$ cat src/hdl/pdm_pkg.sv
// shared constants and types of the packet back end
//
// Overview of operation
// - manchester needs packet mode and enable
// - one sent as 10, zero as 01
// - coding on payload and checksum only
// - one chip rate; manchester halves bits
// - whitening lfsr x9+x5+1
// - whitening xors payload and checksum
// - first line source, receive and standby
// - pattern is address match when filtering
// - second line source, receive and standby
// - transmit start select: start and line
// - transmit second line: full or done
// - first-byte start flushes surplus
// - threshold start keeps surplus queued
// - one packet held until fifo empty
// - packet flags hold until fifo empty
// - checksum status valid when sources fire
// - receive: status clears on fifo emptied
// - emptied in standby: clear on pattern
// - chip state codes
// - data mode codes; upper bit packet
// - failed checksum autoclear flushes, no flags
package pdm_pkg;

  // ----------------------------------------------------------------
  // fifo geometry
  // ----------------------------------------------------------------
  localparam int FIFO_WIDTH = 8;
  localparam int FIFO_DEPTH = 8;
  localparam int FIFO_CNT_W = 4;

  // ----------------------------------------------------------------
  // chip state and data mode codes
  // ----------------------------------------------------------------
  localparam logic [2:0] CHIP_SLEEP = 3'h0;
  localparam logic [2:0] CHIP_STANDBY = 3'h1;
  localparam logic [2:0] CHIP_SYNTH = 3'h2;
  localparam logic [2:0] CHIP_RX = 3'h3;
  localparam logic [2:0] CHIP_TX = 3'h4;
  localparam logic [1:0] MODE_CONTINUOUS = 2'h0;
  localparam logic [1:0] MODE_BUFFERED = 2'h1;
  localparam int MODE_PACKET_BIT = 1;

  // ----------------------------------------------------------------
  // interrupt source selects
  // ----------------------------------------------------------------
  localparam logic [1:0] IRQ0_PAYLOAD = 2'h0;
  localparam logic [1:0] IRQ0_WRITE_BYTE = 2'h1;
  localparam logic [1:0] IRQ0_NOT_EMPTY = 2'h2;
  localparam logic [1:0] IRQ0_PATTERN = 2'h3;
  localparam logic [1:0] IRQ1_CRC_OK = 2'h0;
  localparam logic [1:0] IRQ1_FULL = 2'h1;
  localparam logic [1:0] IRQ1_LEVEL = 2'h2;
  localparam logic [1:0] IRQ1_THRESH = 2'h3;
  localparam logic TX_START_THRESH = 1'b0;
  localparam logic TX_START_FIRST = 1'b1;
  localparam logic TX_IRQ1_FULL = 1'b0;
  localparam logic TX_IRQ1_DONE = 1'b1;

  // ----------------------------------------------------------------
  // coding constants
  // ----------------------------------------------------------------
  localparam int LFSR_W = 9;
  localparam int LFSR_TAP = 5;
  localparam logic [LFSR_W-1:0] LFSR_SEED = 9'h1ff;
  localparam logic [8:0] CRC_BYTES = 9'h002;
  localparam logic [2:0] BIT_LAST = 3'h7;

  // ----------------------------------------------------------------
  // carriers
  // ----------------------------------------------------------------
  typedef struct packed {
    logic [2:0] chip_state;
    logic [1:0] data_mode;
    logic manchester_enable;
    logic whitening_enable;
    logic addr_filter_enable;
    logic crc_enable;
    logic crc_autoclear;
    logic [1:0] rx_standby_irq0_select;
    logic [1:0] rx_standby_irq1_select;
    logic tx_start_select;
    logic tx_irq1_select;
    logic [FIFO_CNT_W-1:0] fifo_threshold;
    logic [7:0] payload_length;
    logic [7:0] chip_rate_setting;
  } pdm_cfg_t;

  typedef struct packed {
    logic sync_detect;
    logic addr_match;
    logic crc_match;
    logic signal_level;
  } pdm_rx_evt_t;

  // x^9 + x^5 + 1, shifting toward bit 0; bit 0 is the whitening bit
  function automatic logic [LFSR_W-1:0] pdm_lfsr_step(input logic [LFSR_W-1:0] l);
    pdm_lfsr_step = {l[0] ^ l[LFSR_TAP], l[LFSR_W-1:1]};
  endfunction : pdm_lfsr_step

endpackage : pdm_pkg

$ cat src/hdl/pdm_fifo.sv
// byte fifo with flush and fill count
module pdm_fifo #(
  parameter int WIDTH = 8,
  parameter int DEPTH = 8,
  parameter int CNT_W = 4
) (
  // clock and reset
  input wire logic clk,
  input wire logic reset_n,
  // filling side
  input wire logic in_valid,
  output logic in_ready,
  input wire logic [WIDTH-1:0] in_data,
  // draining side
  output logic out_valid,
  input wire logic out_ready,
  output logic [WIDTH-1:0] out_data,
  // control and status
  input wire logic flush,
  output logic [CNT_W-1:0] count
);

  localparam int PTR_W = $clog2(DEPTH);

  logic [WIDTH-1:0] mem [DEPTH];
  logic [PTR_W-1:0] wr_ptr;
  logic [PTR_W-1:0] rd_ptr;
  logic do_wr;
  logic do_rd;

  assign in_ready = (count != CNT_W'(DEPTH));
  assign out_valid = (count != '0);
  assign out_data = mem[rd_ptr];
  assign do_wr = in_valid && in_ready && !flush;
  assign do_rd = out_valid && out_ready && !flush;

  always_ff @(posedge clk) begin
    if (do_wr) begin
      mem[wr_ptr] <= in_data;
    end
  end

  always_ff @(posedge clk or negedge reset_n) begin
    if (!reset_n) begin
      wr_ptr <= '0;
      rd_ptr <= '0;
      count <= '0;
    end else if (flush) begin
      wr_ptr <= '0;
      rd_ptr <= '0;
      count <= '0;
    end else begin
      if (do_wr) begin
        wr_ptr <= (wr_ptr == PTR_W'(DEPTH - 1)) ? '0 : wr_ptr + 1'b1;
      end
      if (do_rd) begin
        rd_ptr <= (rd_ptr == PTR_W'(DEPTH - 1)) ? '0 : rd_ptr + 1'b1;
      end
      if (do_wr && !do_rd) begin
        count <= count + 1'b1;
      end else if (do_rd && !do_wr) begin
        count <= count - 1'b1;
      end
    end
  end

endmodule : pdm_fifo

$ cat src/hdl/pdm_top.sv
// packet back end: dc-free coding, fifo keeping and interrupt mapping
module pdm_top (
  // clock and reset
  input wire logic CLK,
  input wire logic RESET_N,
  // configuration
  input wire pdm_pkg::pdm_cfg_t CFG,
  // host fifo access
  input wire logic HOST_WR_VALID,
  output logic HOST_WR_READY,
  input wire logic [7:0] HOST_WR_DATA,
  output logic HOST_RD_VALID,
  input wire logic HOST_RD_READY,
  output logic [7:0] HOST_RD_DATA,
  // transmit framer side
  output logic CHIP_TICK,
  output logic TX_START_REQ,
  input wire logic TX_PAYLOAD_GO,
  input wire logic [15:0] TX_CRC,
  output logic TX_CHIP,
  output logic TX_CHIP_VALID,
  // receive modem side
  input wire logic RX_CHIP,
  input wire logic RX_CHIP_VALID,
  input wire pdm_pkg::pdm_rx_evt_t RX_EVT,
  // status and interrupt lines
  output logic CRC_STATUS,
  output logic IRQ0,
  output logic IRQ1
);

  typedef enum logic [2:0] {T_IDLE, T_ARM, T_LEAD, T_SEND, T_DONE} pdm_tx_state_t;
  typedef enum logic [1:0] {R_HUNT, R_BODY, R_HOLD} pdm_rx_state_t;

  // ----------------------------------------------------------------
  // mode decode and fifo
  // ----------------------------------------------------------------
  logic pkt_mode;
  logic in_tx;
  logic in_rx;
  logic in_stby;
  logic manch_on;
  logic white_on;
  assign pkt_mode = CFG.data_mode[pdm_pkg::MODE_PACKET_BIT];
  assign in_tx = pkt_mode && (CFG.chip_state == pdm_pkg::CHIP_TX);
  assign in_rx = pkt_mode && (CFG.chip_state == pdm_pkg::CHIP_RX);
  assign in_stby = pkt_mode && (CFG.chip_state == pdm_pkg::CHIP_STANDBY);
  assign manch_on = pkt_mode && CFG.manchester_enable;
  assign white_on = CFG.whitening_enable;

  pdm_tx_state_t tx_state;
  pdm_rx_state_t rx_state;
  logic fifo_in_valid;
  logic fifo_in_ready;
  logic [7:0] fifo_in_data;
  logic fifo_out_valid;
  logic fifo_out_ready;
  logic [7:0] fifo_out_data;
  logic [pdm_pkg::FIFO_CNT_W-1:0] fifo_count;
  logic fifo_flush;
  logic rx_push;
  logic [7:0] rx_byte;
  logic tx_pop;
  logic tx_flush;
  logic rx_flush;
  logic host_wr_ok;
  logic tx_draining;
  logic fifo_empty;
  logic fifo_full;
  logic fifo_thresh;

  assign host_wr_ok = (rx_state != R_BODY) && !rx_push;
  assign tx_draining = (tx_state == T_SEND);
  assign fifo_in_valid = rx_push || (HOST_WR_VALID && host_wr_ok);
  assign fifo_in_data = rx_push ? rx_byte : HOST_WR_DATA;
  assign fifo_out_ready = tx_pop || (HOST_RD_READY && !tx_draining);
  assign fifo_flush = tx_flush || rx_flush;
  assign HOST_WR_READY = host_wr_ok && fifo_in_ready;
  assign HOST_RD_VALID = fifo_out_valid && !tx_draining;
  assign HOST_RD_DATA = fifo_out_data;
  assign fifo_empty = (fifo_count == '0);
  assign fifo_full = !fifo_in_ready;
  assign fifo_thresh = (fifo_count >= CFG.fifo_threshold);

  pdm_fifo #(
    .WIDTH(pdm_pkg::FIFO_WIDTH),
    .DEPTH(pdm_pkg::FIFO_DEPTH),
    .CNT_W(pdm_pkg::FIFO_CNT_W)
  ) u_fifo (
    .clk(CLK),
    .reset_n(RESET_N),
    .in_valid(fifo_in_valid),
    .in_ready(fifo_in_ready),
    .in_data(fifo_in_data),
    .out_valid(fifo_out_valid),
    .out_ready(fifo_out_ready),
    .out_data(fifo_out_data),
    .flush(fifo_flush),
    .count(fifo_count)
  );

  // ----------------------------------------------------------------
  // chip rate divider
  // ----------------------------------------------------------------
  logic [7:0] rate_cnt;
  logic tick;
  assign tick = (rate_cnt == CFG.chip_rate_setting);

  always_ff @(posedge CLK or negedge RESET_N) begin
    if (!RESET_N) begin
      rate_cnt <= '0;
      CHIP_TICK <= 1'b0;
    end else begin
      rate_cnt <= tick ? '0 : rate_cnt + 1'b1;
      CHIP_TICK <= tick;
    end
  end

  // ----------------------------------------------------------------
  // transmit path
  // ----------------------------------------------------------------
  logic [7:0] tx_sh;
  logic [2:0] tx_bit;
  logic tx_half;
  logic tx_have;
  logic [8:0] tx_cnt;
  logic [8:0] total_len;
  logic [8:0] len9;
  logic [pdm_pkg::LFSR_W-1:0] tx_lfsr;
  logic tx_done;
  logic tx_start_ok;
  logic tx_b;
  logic tx_bit_end;
  logic tx_need_fifo;

  assign len9 = {1'b0, CFG.payload_length};
  assign total_len = CFG.crc_enable ? len9 + pdm_pkg::CRC_BYTES : len9;
  assign tx_start_ok = (CFG.tx_start_select == pdm_pkg::TX_START_FIRST) ?
                       !fifo_empty : fifo_thresh;
  assign tx_b = tx_sh[7] ^ (white_on && tx_lfsr[0]);
  assign tx_bit_end = tick && tx_have && (tx_half || !manch_on);
  assign tx_need_fifo = (tx_state == T_SEND) && !tx_have && (tx_cnt < len9);
  assign tx_pop = tx_need_fifo && fifo_out_valid;
  assign tx_flush = (tx_state == T_DONE) &&
                    (CFG.tx_start_select == pdm_pkg::TX_START_FIRST);

  always_ff @(posedge CLK or negedge RESET_N) begin
    if (!RESET_N) begin
      tx_state <= T_IDLE;
      TX_START_REQ <= 1'b0;
      tx_done <= 1'b0;
    end else if (!in_tx) begin
      tx_state <= T_IDLE;
      TX_START_REQ <= 1'b0;
      tx_done <= 1'b0;
    end else begin
      case (tx_state)
        T_IDLE: begin
          tx_state <= T_ARM;
        end
        T_ARM: begin
          if (tx_start_ok) begin
            tx_state <= T_LEAD;
            TX_START_REQ <= 1'b1;
          end
        end
        T_LEAD: begin
          if (TX_PAYLOAD_GO) begin
            tx_state <= T_SEND;
            TX_START_REQ <= 1'b0;
            tx_done <= 1'b0;
          end
        end
        T_SEND: begin
          if (!tx_have && tx_cnt == total_len) begin
            tx_state <= T_DONE;
          end
        end
        T_DONE: begin
          tx_done <= 1'b1;
          tx_state <= T_ARM;
        end
        default: begin
          tx_state <= T_IDLE;
        end
      endcase
    end
  end

  always_ff @(posedge CLK or negedge RESET_N) begin
    if (!RESET_N) begin
      tx_sh <= '0;
      tx_bit <= '0;
      tx_half <= 1'b0;
      tx_have <= 1'b0;
      tx_cnt <= '0;
      tx_lfsr <= pdm_pkg::LFSR_SEED;
    end else if (tx_state != T_SEND) begin
      tx_bit <= '0;
      tx_half <= 1'b0;
      tx_have <= 1'b0;
      tx_cnt <= '0;
      tx_lfsr <= pdm_pkg::LFSR_SEED;
    end else if (!tx_have) begin
      if (tx_pop) begin
        tx_sh <= fifo_out_data;
        tx_have <= 1'b1;
      end else if (tx_cnt >= len9 && tx_cnt < total_len) begin
        tx_sh <= (tx_cnt == len9) ? TX_CRC[15:8] : TX_CRC[7:0];
        tx_have <= 1'b1;
      end
    end else if (tick) begin
      tx_half <= manch_on && !tx_half;
      if (tx_bit_end) begin
        tx_sh <= {tx_sh[6:0], 1'b0};
        tx_bit <= tx_bit + 1'b1;
        tx_lfsr <= pdm_pkg::pdm_lfsr_step(tx_lfsr);
        if (tx_bit == pdm_pkg::BIT_LAST) begin
          tx_have <= 1'b0;
          tx_cnt <= tx_cnt + 1'b1;
        end
      end
    end
  end

  always_ff @(posedge CLK or negedge RESET_N) begin
    if (!RESET_N) begin
      TX_CHIP <= 1'b0;
      TX_CHIP_VALID <= 1'b0;
    end else begin
      TX_CHIP_VALID <= tick && tx_have && (tx_state == T_SEND);
      if (tick && tx_have) begin
        TX_CHIP <= (manch_on && tx_half) ? !tx_b : tx_b;
      end
    end
  end

  // ----------------------------------------------------------------
  // receive path
  // ----------------------------------------------------------------
  logic [7:0] rx_acc;
  logic [2:0] rx_bit;
  logic rx_half;
  logic rx_first;
  logic [8:0] rx_cnt;
  logic [pdm_pkg::LFSR_W-1:0] rx_lfsr;
  logic rx_b;
  logic rx_bit_ok;
  logic rx_byte_end;
  logic [7:0] rx_next_acc;
  logic crc_fail;
  logic payload_ready;
  logic addr_flag;
  logic crc_ok;
  logic sync_evt;

  // pair 10 decodes to one and 01 to zero: the bit is the first chip
  assign rx_bit_ok = RX_CHIP_VALID && (rx_half || !manch_on);
  assign rx_b = (manch_on ? rx_first : RX_CHIP) ^ (white_on && rx_lfsr[0]);
  assign rx_next_acc = {rx_acc[6:0], rx_b};
  assign rx_byte_end = rx_bit_ok && (rx_bit == pdm_pkg::BIT_LAST);
  assign crc_fail = CFG.crc_enable && !RX_EVT.crc_match;

  always_ff @(posedge CLK or negedge RESET_N) begin
    if (!RESET_N) begin
      rx_state <= R_HUNT;
      rx_acc <= '0;
      rx_bit <= '0;
      rx_half <= 1'b0;
      rx_first <= 1'b0;
      rx_cnt <= '0;
      rx_lfsr <= pdm_pkg::LFSR_SEED;
      rx_push <= 1'b0;
      rx_byte <= '0;
      rx_flush <= 1'b0;
    end else begin
      rx_push <= 1'b0;
      rx_flush <= 1'b0;
      case (rx_state)
        R_HUNT: begin
          if (in_rx && fifo_empty && RX_EVT.sync_detect) begin
            rx_state <= R_BODY;
            rx_bit <= '0;
            rx_half <= 1'b0;
            rx_cnt <= '0;
            rx_lfsr <= pdm_pkg::LFSR_SEED;
          end
        end
        R_BODY: begin
          if (!in_rx) begin
            rx_state <= R_HUNT;
            rx_flush <= 1'b1;
          end else if (rx_cnt == total_len) begin
            if (crc_fail && CFG.crc_autoclear) begin
              rx_state <= R_HUNT;
              rx_flush <= 1'b1;
            end else begin
              rx_state <= R_HOLD;
            end
          end else if (RX_CHIP_VALID) begin
            rx_half <= manch_on && !rx_half;
            rx_first <= RX_CHIP;
            if (rx_bit_ok) begin
              rx_acc <= rx_next_acc;
              rx_bit <= rx_bit + 1'b1;
              rx_lfsr <= pdm_pkg::pdm_lfsr_step(rx_lfsr);
              if (rx_byte_end) begin
                rx_cnt <= rx_cnt + 1'b1;
                rx_byte <= rx_next_acc;
                rx_push <= (rx_cnt < len9);
              end
            end
          end
        end
        R_HOLD: begin
          if (fifo_empty) begin
            rx_state <= R_HUNT;
          end
        end
        default: begin
          rx_state <= R_HUNT;
        end
      endcase
    end
  end

  // packet flags
  always_ff @(posedge CLK or negedge RESET_N) begin
    if (!RESET_N) begin
      payload_ready <= 1'b0;
      addr_flag <= 1'b0;
      crc_ok <= 1'b0;
      CRC_STATUS <= 1'b0;
      sync_evt <= 1'b0;
    end else begin
      sync_evt <= RX_EVT.sync_detect && in_rx;
      if (rx_state == R_BODY && rx_cnt == total_len && in_rx) begin
        if (crc_fail && CFG.crc_autoclear) begin
          addr_flag <= 1'b0;
        end else begin
          payload_ready <= 1'b1;
          crc_ok <= CFG.crc_enable && RX_EVT.crc_match;
          CRC_STATUS <= CFG.crc_enable && RX_EVT.crc_match;
        end
      end else if (rx_state == R_BODY && RX_EVT.addr_match) begin
        addr_flag <= 1'b1;
      end else if (rx_state == R_HOLD && fifo_empty) begin
        payload_ready <= 1'b0;
        addr_flag <= 1'b0;
        crc_ok <= 1'b0;
        if (in_rx) begin
          CRC_STATUS <= 1'b0;
        end
      end else if (rx_state == R_HUNT && in_rx && RX_EVT.sync_detect) begin
        CRC_STATUS <= 1'b0;
      end
    end
  end

  // ----------------------------------------------------------------
  // interrupt mapping
  // ----------------------------------------------------------------
  logic next_irq0;
  logic next_irq1;

  always_comb begin
    next_irq0 = 1'b0;
    next_irq1 = 1'b0;
    if (in_rx) begin
      case (CFG.rx_standby_irq0_select)
        pdm_pkg::IRQ0_PAYLOAD: next_irq0 = payload_ready;
        pdm_pkg::IRQ0_WRITE_BYTE: next_irq0 = rx_push;
        pdm_pkg::IRQ0_NOT_EMPTY: next_irq0 = !fifo_empty;
        pdm_pkg::IRQ0_PATTERN: next_irq0 = CFG.addr_filter_enable ? addr_flag : sync_evt;
        default: next_irq0 = 1'b0;
      endcase
      case (CFG.rx_standby_irq1_select)
        pdm_pkg::IRQ1_CRC_OK: next_irq1 = crc_ok;
        pdm_pkg::IRQ1_FULL: next_irq1 = fifo_full;
        pdm_pkg::IRQ1_LEVEL: next_irq1 = RX_EVT.signal_level;
        pdm_pkg::IRQ1_THRESH: next_irq1 = fifo_thresh;
        default: next_irq1 = 1'b0;
      endcase
    end else if (in_stby) begin
      next_irq0 = (CFG.rx_standby_irq0_select == pdm_pkg::IRQ0_NOT_EMPTY) && !fifo_empty;
      if (CFG.rx_standby_irq1_select == pdm_pkg::IRQ1_FULL) begin
        next_irq1 = fifo_full;
      end else if (CFG.rx_standby_irq1_select == pdm_pkg::IRQ1_THRESH) begin
        next_irq1 = fifo_thresh;
      end
    end else if (in_tx) begin
      next_irq0 = (CFG.tx_start_select == pdm_pkg::TX_START_FIRST) ?
                  !fifo_empty : fifo_thresh;
      next_irq1 = (CFG.tx_irq1_select == pdm_pkg::TX_IRQ1_DONE) ? tx_done : fifo_full;
    end
  end

  always_ff @(posedge CLK or negedge RESET_N) begin
    if (!RESET_N) begin
      IRQ0 <= 1'b0;
      IRQ1 <= 1'b0;
    end else begin
      IRQ0 <= next_irq0;
      IRQ1 <= next_irq1;
    end
  end

endmodule : pdm_top

$ cat config.mk
export PLATFORM = sky130hd
export DESIGN_NAME = pdm_top
export DESIGN_NICKNAME = d
export VERILOG_FILES = /design/src/hdl/pdm_pkg.sv /design/src/hdl/pdm_fifo.sv /design/src/hdl/pdm_top.sv
export SDC_FILE = /design/constraint.sdc
export NUM_CORES = 1
export LEC_CHECK = 0
export BUFFER_PORTS_ARGS = -buffer_cell sky130_fd_sc_hd__buf_2
export CAP_MARGIN = 20
export CORE_MARGIN = 2
export CORE_UTILIZATION = 45
export CTS_BUF_LIST = sky130_fd_sc_hd__clkbuf_4 sky130_fd_sc_hd__clkbuf_8 sky130_fd_sc_hd__clkbuf_16
export DETAILED_ROUTE_END_ITERATION = 16
export HOLD_SLACK_MARGIN = 0.05
export PLACE_DENSITY = 0.77
export SYNTH_ARGS = -nofsm -noshare
export SYNTH_HDL_FRONTEND = slang
export SYNTH_SLANG_ARGS = --single-unit
$ cat constraint.sdc
create_clock -name CLK -period 3.3 [get_ports CLK]
set_input_delay 0.825 -clock CLK [delete_from_list [all_inputs] [get_ports CLK]]
set_output_delay 0.825 -clock CLK [all_outputs]
set_load 0.05 [all_outputs]
Word level (Yosys, flattened, before mapping) --
Memory sizes are Yosys's and may differ from the RTL's. Index checks and enable logic that the tools add are counted.
Word-level totals: bits in registers 106, bits in writable memories 64, memories kept 1
Memories:
- u_fifo.mem | depth 8, width 8, read ports 1, clocked after Yosys merged registers in 0, wr ports 1, line pdm_fifo.sv:25 | logic [WIDTH-1:0] mem [DEPTH];
Operators by class: reductions and logical operators 98, $add $sub $neg 10, muxes and demuxes 123, equality and inequality tests 45, $lt $le $gt $ge 5, bitwise operators 6
Operator list (count):
- $mux 9 | 21
- $mux 8 | 8
- $mux 1 | 57
- $mux 3 | 19
- $logic_and 1x1->1 | 44
- $pmux 9 s2 | 2
- $ne 2x2->1 const B | 11
- $add 9x1->9 const B | 2
- $eq 3x3->1 const B | 6
- $eq 9x9->1 | 2
- $lt 9x8->1 | 2
- $reduce_and 4->1 | 4
- $reduce_bool 2->1 | 8
- $reduce_and 3->1 | 5
- $logic_not 1->1 | 13
- $add 3x1->3 const B | 4
- $mux 4 | 3
- $ne 3x3->1 const B | 4
- $pmux 3 s4 | 1
- $reduce_and 6->1 | 2
- $reduce_bool 3->1 | 4
- $eq 2x2->1 const B | 5
- $mux 2 | 5
- $reduce_and 5->1 | 2
- other kinds (30) | 53

Depth between registers and ports, before layout --
word-level depth 11, gate-level depth with buffers 16

Hierarchy --
A second synthesis with hierarchy kept.
Unflattened totals: cells, all modules 760, area, all modules 9148.8 µm²
Modules (own cells, without submodules):
- pdm_top | instances 1, seq. area each 2424.8 µm², area each 5968.2 µm², cells an instance 583
- pdm_fifo | instances 1, seq. area each 2172.1 µm², area each 3180.6 µm², cells an instance 177

Worst setup path before layout --
No wires, ideal clock.
kind input -> register, from input CFG[15] (netlist name), to register u_fifo.count[3], arrival 3.498 ns, slack -0.331 ns, stages 15, path through inv_1 ha_1 a211oi_1 nand2_1 a2111oi_4 a22o_1 buf_4 or2_2 ha_1 a21o_1 a21oi_1 nor3_1 mux2i_1 xor2_1 nor2_1
On the way: word-level cells in the longest chain between the ends 10
Ends and longest elaborated chain:
- start: declaration | line pdm_top.sv:7 | input wire pdm_pkg::pdm_cfg_t CFG,
- $lt 9x8->1 (*) | line pdm_top.sv:142 | assign tx_need_fifo = (tx_state == T_SEND) && !tx_have && (tx_cnt < len9);
- $logic_and 1x1->1 (*) | line pdm_top.sv:142
- $logic_and 1x1->1 (*) | line pdm_top.sv:143 | assign tx_pop = tx_need_fifo && fifo_out_valid;
- $logic_or 1x1->1 (*) | line pdm_top.sv:76 | assign fifo_out_ready = tx_pop || (HOST_RD_READY && !tx_draining);
- $logic_and 1x1->1 (*) (2 in a row) | line pdm_fifo.sv:35 | assign do_rd = out_valid && out_ready && !flush;
- $logic_not 1->1 | line pdm_fifo.sv:59 | if (do_wr && !do_rd) begin
- $logic_and 1x1->1 | line pdm_fifo.sv:59
- $mux 4 | line pdm_fifo.sv:59
- $mux 4 | line pdm_fifo.sv:48 | end else if (flush) begin
- end signal: assignment | line pdm_fifo.sv:60 | count <= count + 1'b1;
- end signal: assignment | line pdm_fifo.sv:62 | count <= count - 1'b1;
- end: declaration | line pdm_fifo.sv:20 | output logic [CNT_W-1:0] count
Mark *: on every way between the ends. The rest lies on a longest branch, timed or not. A chain may end at the register's enable or synchronous reset.

Final worst setup path --
from input CFG[9] (netlist name), to register tx_sh[0]
On the way: word-level cells in the longest chain between the ends 6
Ends and longest elaborated chain:
- $add 8x2->9 | line pdm_top.sv:137 | assign total_len = CFG.crc_enable ? len9 + pdm_pkg::CRC_BYTES : len9;
- $mux 9 | line pdm_top.sv:137
- $lt 9x9->1 | line pdm_top.sv:208 | end else if (tx_cnt >= len9 && tx_cnt < total_len) begin
- $logic_and 1x1->1 | line pdm_top.sv:208
- $reduce_bool 3->1 (no line)
- $reduce_and 4->1 (no line)
- end signal: assignment | line pdm_top.sv:206 | tx_sh <= fifo_out_data;
- end signal: assignment | line pdm_top.sv:209 | tx_sh <= (tx_cnt == len9) ? TX_CRC[15:8] : TX_CRC[7:0];
- end signal: assignment | line pdm_top.sv:215 | tx_sh <= {tx_sh[6:0], 1'b0};
- end: declaration | line pdm_top.sv:122 | logic [7:0] tx_sh;
Several ways; a longest one is shown, not always the timed one. The select of a mux whose other input is x is not followed.

==> summary.md <==
| Metric | Value |
|---|---|
| Result of the run | finished, final reports clean |
| Netlist cell types | 74 |
| Final cycle utilization of the critical path | 94.51% |
| Minimum clock period | 3.119 ns |
| Final design instance area without fill | 0.01075 mm² |
| Clock Latency Late Sink | 0.44 ns |
| TritonCTS Buffers | 17 |
| Cell types occupying the most area after synthesis | sky130_fd_sc_hd__dfrtp_1, sky130_fd_sc_hd__edfxtp_1, sky130_fd_sc_hd__ha_1, sky130_fd_sc_hd__dfstp_2, sky130_fd_sc_hd__mux4_2 |
| Worst setup path class | input port to flip-flop |
| Cell count after synthesis | 748 |
| Placer congestion estimate | 0.8961 |
| Maximum clock skew at final layout | 0.01515 ns |
| Combined global-route utilization of all metal layers | 20.80% |
| Worst rel slew slack | 41.24% |
| Post-CTS setup repair buffer count | 0 |
| Final setup vio count | 0 |
| Timing endpoint of the critical path | tx_sh[0] |
| Drt drc | 0 |
| Number of DRC markers after the initial detailed-route iteration | 511 |
| Largest buffer count on any clock path | 2 |
| Worst reg2reg path depth | 13 |
| Capturing point of the worst reg2reg path | u_fifo.count[3] |
| Root buffer cell | sky130_fd_sc_hd__clkbuf_16 |
| Total negative setup slack | 0 ns |
| Standard-cell rows | 51 |
| Drt via density | 5.627 |
| Worst supply voltage drop on vdd | 495.7 µV |
| I/O pin count | 88 |
| Number of flops mapped to enable cells by yosys | 64 |
| Utilization after layout | 55.25% |
| Setup crit end kind | flip-flop |
| Height of the die | 144.7 µm |
| Transition time at the pin with the least slew margin | 0.8814 ns |
| Max-cap violations | 0 |
| Clock tree from TritonCTS | done |
| Achievable Freq | 0.3206 GHz |
| Cell type contributing the most total cell area after synthesis | sky130_fd_sc_hd__dfrtp_1 |
| Net count of the finished layout | 1,008 |
| Total Wirelength | 20.75 mm |
| Final max-slew violation count | 0 |
| Synth async-reset ratio | 62.35% |
| Number of warnings issued by yosys | 0 |
| Total number of clock tree sinks | 170 |
| Top cell type's share of synthesized area | 24.74% |
| Path category of the worst min-delay check | input port to async pin |
| First-pass iteration count of the detailed router | 5 |
| Vias in the first global route | 6,435 |
| Main synth FF type | sky130_fd_sc_hd__dfrtp_1 |
| Half-perimeter wire length after detailed placement | 15.18 mm |
| Final Hold Violating Endpoints | 0 |
| Detail Route Antenna Nets | 0 |
| Routed via count | 6,600 |
| H-tree depth | 4 |
| FILL cells | 1,585 |
| Fraction of layout instances using a drive strength above 1 | 31.64% |
| Start point of the critical path | CFG[9] |
| Die Outline Area | 0.02092 mm² |
| Routed length per instance | 17.69 µm |
| Starting density of the core | 45.74% |
| Leakage power figure | 0.004561 µW |
| Worst R2R Start | tx_cnt[6] |
| Power density normalized to cell area | 641.8 mW/mm² |
| Area growth, synth to finish | 20.79% |
| Overall overflow remaining after global route | 0 |
| Unrepaired setup endpoints after global routing | false |
| Share of synthesized area occupied by flip-flops and latches | 51.64% |
| Mapped Nets | 862 |
| First-pass GRT wire length | 33.26 mm |
| WP data required | 3.62 ns |
| Area of the core region | 0.01946 mm² |
| Critical Path Source Type | input port |
| Reg2reg setup slack | 0.40 ns |
| Clk slew on worst S/H paths | 0.07 ns |
| Largest net degree at the start of global routing | 56 |
| Antenna violations before repair | 0 |
| Min Hold Slack | 0.4329 ns |
| Mapped Avg Cell Area | 11.90 µm² |
| Signal arrival time at the worst endpoint | 3.43 ns |
| Instance area after placement | 0.01015 mm² |
| Synthesized flop and latch total | 170 |
| Port bufs | 86 |
| Max Fanout on Critical Path | 9 |
| Netlist area before placement | 0.008902 mm² |
| Die boundary width | 144.7 µm |
==> worst min path at each step <==
stage | from | endpoint | slack [ns] | depth (start not counted)
floorplan | payload_ready | payload_ready | 0.44 | 2
finish | RESET_N | IRQ0 | 0.43 | 1
global placement | tx_lfsr[2] | tx_lfsr[1] | 0.47 | 2
CTS | RESET_N | tx_cnt[6] | 0.47 | 1
global route | RESET_N | tx_cnt[6] | 0.50 | 1
detailed placement | rx_bit[0] | rx_bit[0] | 0.47 | 1
==> synth_stat cells (all sizes together), types with 7 or more instances <==
library cell and n:
buf 14, xor2 25, nand3 37, inv 24, o21ai 25, mux4 17
nor2 62, nand2 63, xnor2 20, a31oi 7, dfstp 18, ha 42
dfrtp 88, clkbuf 13, mux2i 22, nor3 12, a221o 7, o22a 9
edfxtp 64, o31ai 8, a21oi 24, nand4 11, mux2 31, a22oi 8
==> worst max-delay path, stage by stage <==
cell and delay, ns:
sky130_fd_sc_hd__buf_2 0.12, sky130_fd_sc_hd__ha_1 0.22, sky130_fd_sc_hd__nand2_1 0.11, sky130_fd_sc_hd__xnor2_1 0.13, sky130_fd_sc_hd__ha_1 0.28, sky130_fd_sc_hd__a2111oi_0 0.42, sky130_fd_sc_hd__a221oi_1 0.17, sky130_fd_sc_hd__a2111oi_1 0.42
sky130_fd_sc_hd__buf_4 0.22, sky130_fd_sc_hd__o31ai_4 0.13, sky130_fd_sc_hd__a21o_1 0.21, sky130_fd_sc_hd__a22o_1 0.18
==> through the flow <==
| stage | total power (µW) | std cells | setup WS (ns) |
|---|---|---|---|
| after floorplan | 4352 | 748 | -0.01718 |
| after global placement | 4914 | 1140 | -0.3436 |
| after detailed placement | 4981 | 1140 | -0.4691 |
| after CTS | 6936 | 1172 | 0.1501 |
| after global routing | 7241 | 1172 | 0.03560 |
| final | 6901 | 1173 | 0.1810 |
==> cells by family after synthesis <==
| kind of cell | after synthesis | share of synthesized area [%] |
|---|---|---|
| XOR/XNOR | 47 | 5.018 |
| buffers and inverters | 52 | 2.516 |
| adder cells (fa/ha/maj) | 43 | 6.128 |
| AO/OA/AOI/OAI | 125 | 10.32 |
| multiplexers | 70 | 10.70 |
| AND/OR/NAND/NOR | 241 | 13.69 |
| flip-flops | 170 | 51.64 |
==> flip-flops by register name, summed over array words and instances, names as in the netlist, 2 cells and up <==
register	cells
rx_lfsr	9
u_fifo.rd_ptr	3
tx_bit	3
tx_cnt	9
u_fifo.count	4
rate_cnt	8
u_fifo.wr_ptr	3
tx_state	3
rx_bit	3
rx_cnt	9
tx_sh	8
rx_acc	7
rx_byte	8
tx_lfsr	9
u_fifo.mem	64
rx_state	2
==> per-layer routing <==
layer | vias to the layer above | part of all wire, % | global-route usage (%)
li1 | 3081 | - | -
met1 | 3263 | 46 | 29.38
met2 | 226 | 47 | 33.13
met3 | 30 | 5.6 | 3.291
met4 | 0 | 2.0 | 6.796
met5 | - | 0 | 0
==> layout make-up <==
cell class / instances / area [µm²] / share of cell area [%]
multi-input combinational: 526 / 4178 / 38.85
sequential: 170 / 4597 / 42.75
clock buffer: 18 / 432.9 / 4.026
inverter: 25 / 111.4 / 1.036
tap: 265 / 331.6 / 3.084
clock inverter: 14 / 156.4 / 1.455
timing repair buffer: 154 / 943.4 / 8.774
antenna: 1 / 2.502 / 0.02327
==> cells in the final DEF (no fill, tap or decap), types with 22 or more instances in the layout <==
cell type                   n
sky130_fd_sc_hd__buf_4     69
sky130_fd_sc_hd__mux2_2    31
sky130_fd_sc_hd__xor2_1    25
sky130_fd_sc_hd__nor2_1    60
sky130_fd_sc_hd__nand3_1   37
sky130_fd_sc_hd__dfrtp_1   88
sky130_fd_sc_hd__o21ai_0   22
sky130_fd_sc_hd__nand2_1   63
sky130_fd_sc_hd__a21oi_1   22
sky130_fd_sc_hd__mux2i_1   22
sky130_fd_sc_hd__buf_2     85
sky130_fd_sc_hd__ha_1      36
sky130_fd_sc_hd__edfxtp_1  64
==> what timing repair did <==
action,CTS,global route
hold buffers,0,0
setup endpoints to repair,7,8
gates resized for setup,1,1
==> power by group <==
part	internal [µW]	total, µW	leakage, µW	switching, µW
clock	1020	1950	0.000286	933
combinational	906	2110	0.00233	1200
sequential	2560	2840	0.00194	280
Note: power is estimated with default switching activity, not from simulation.
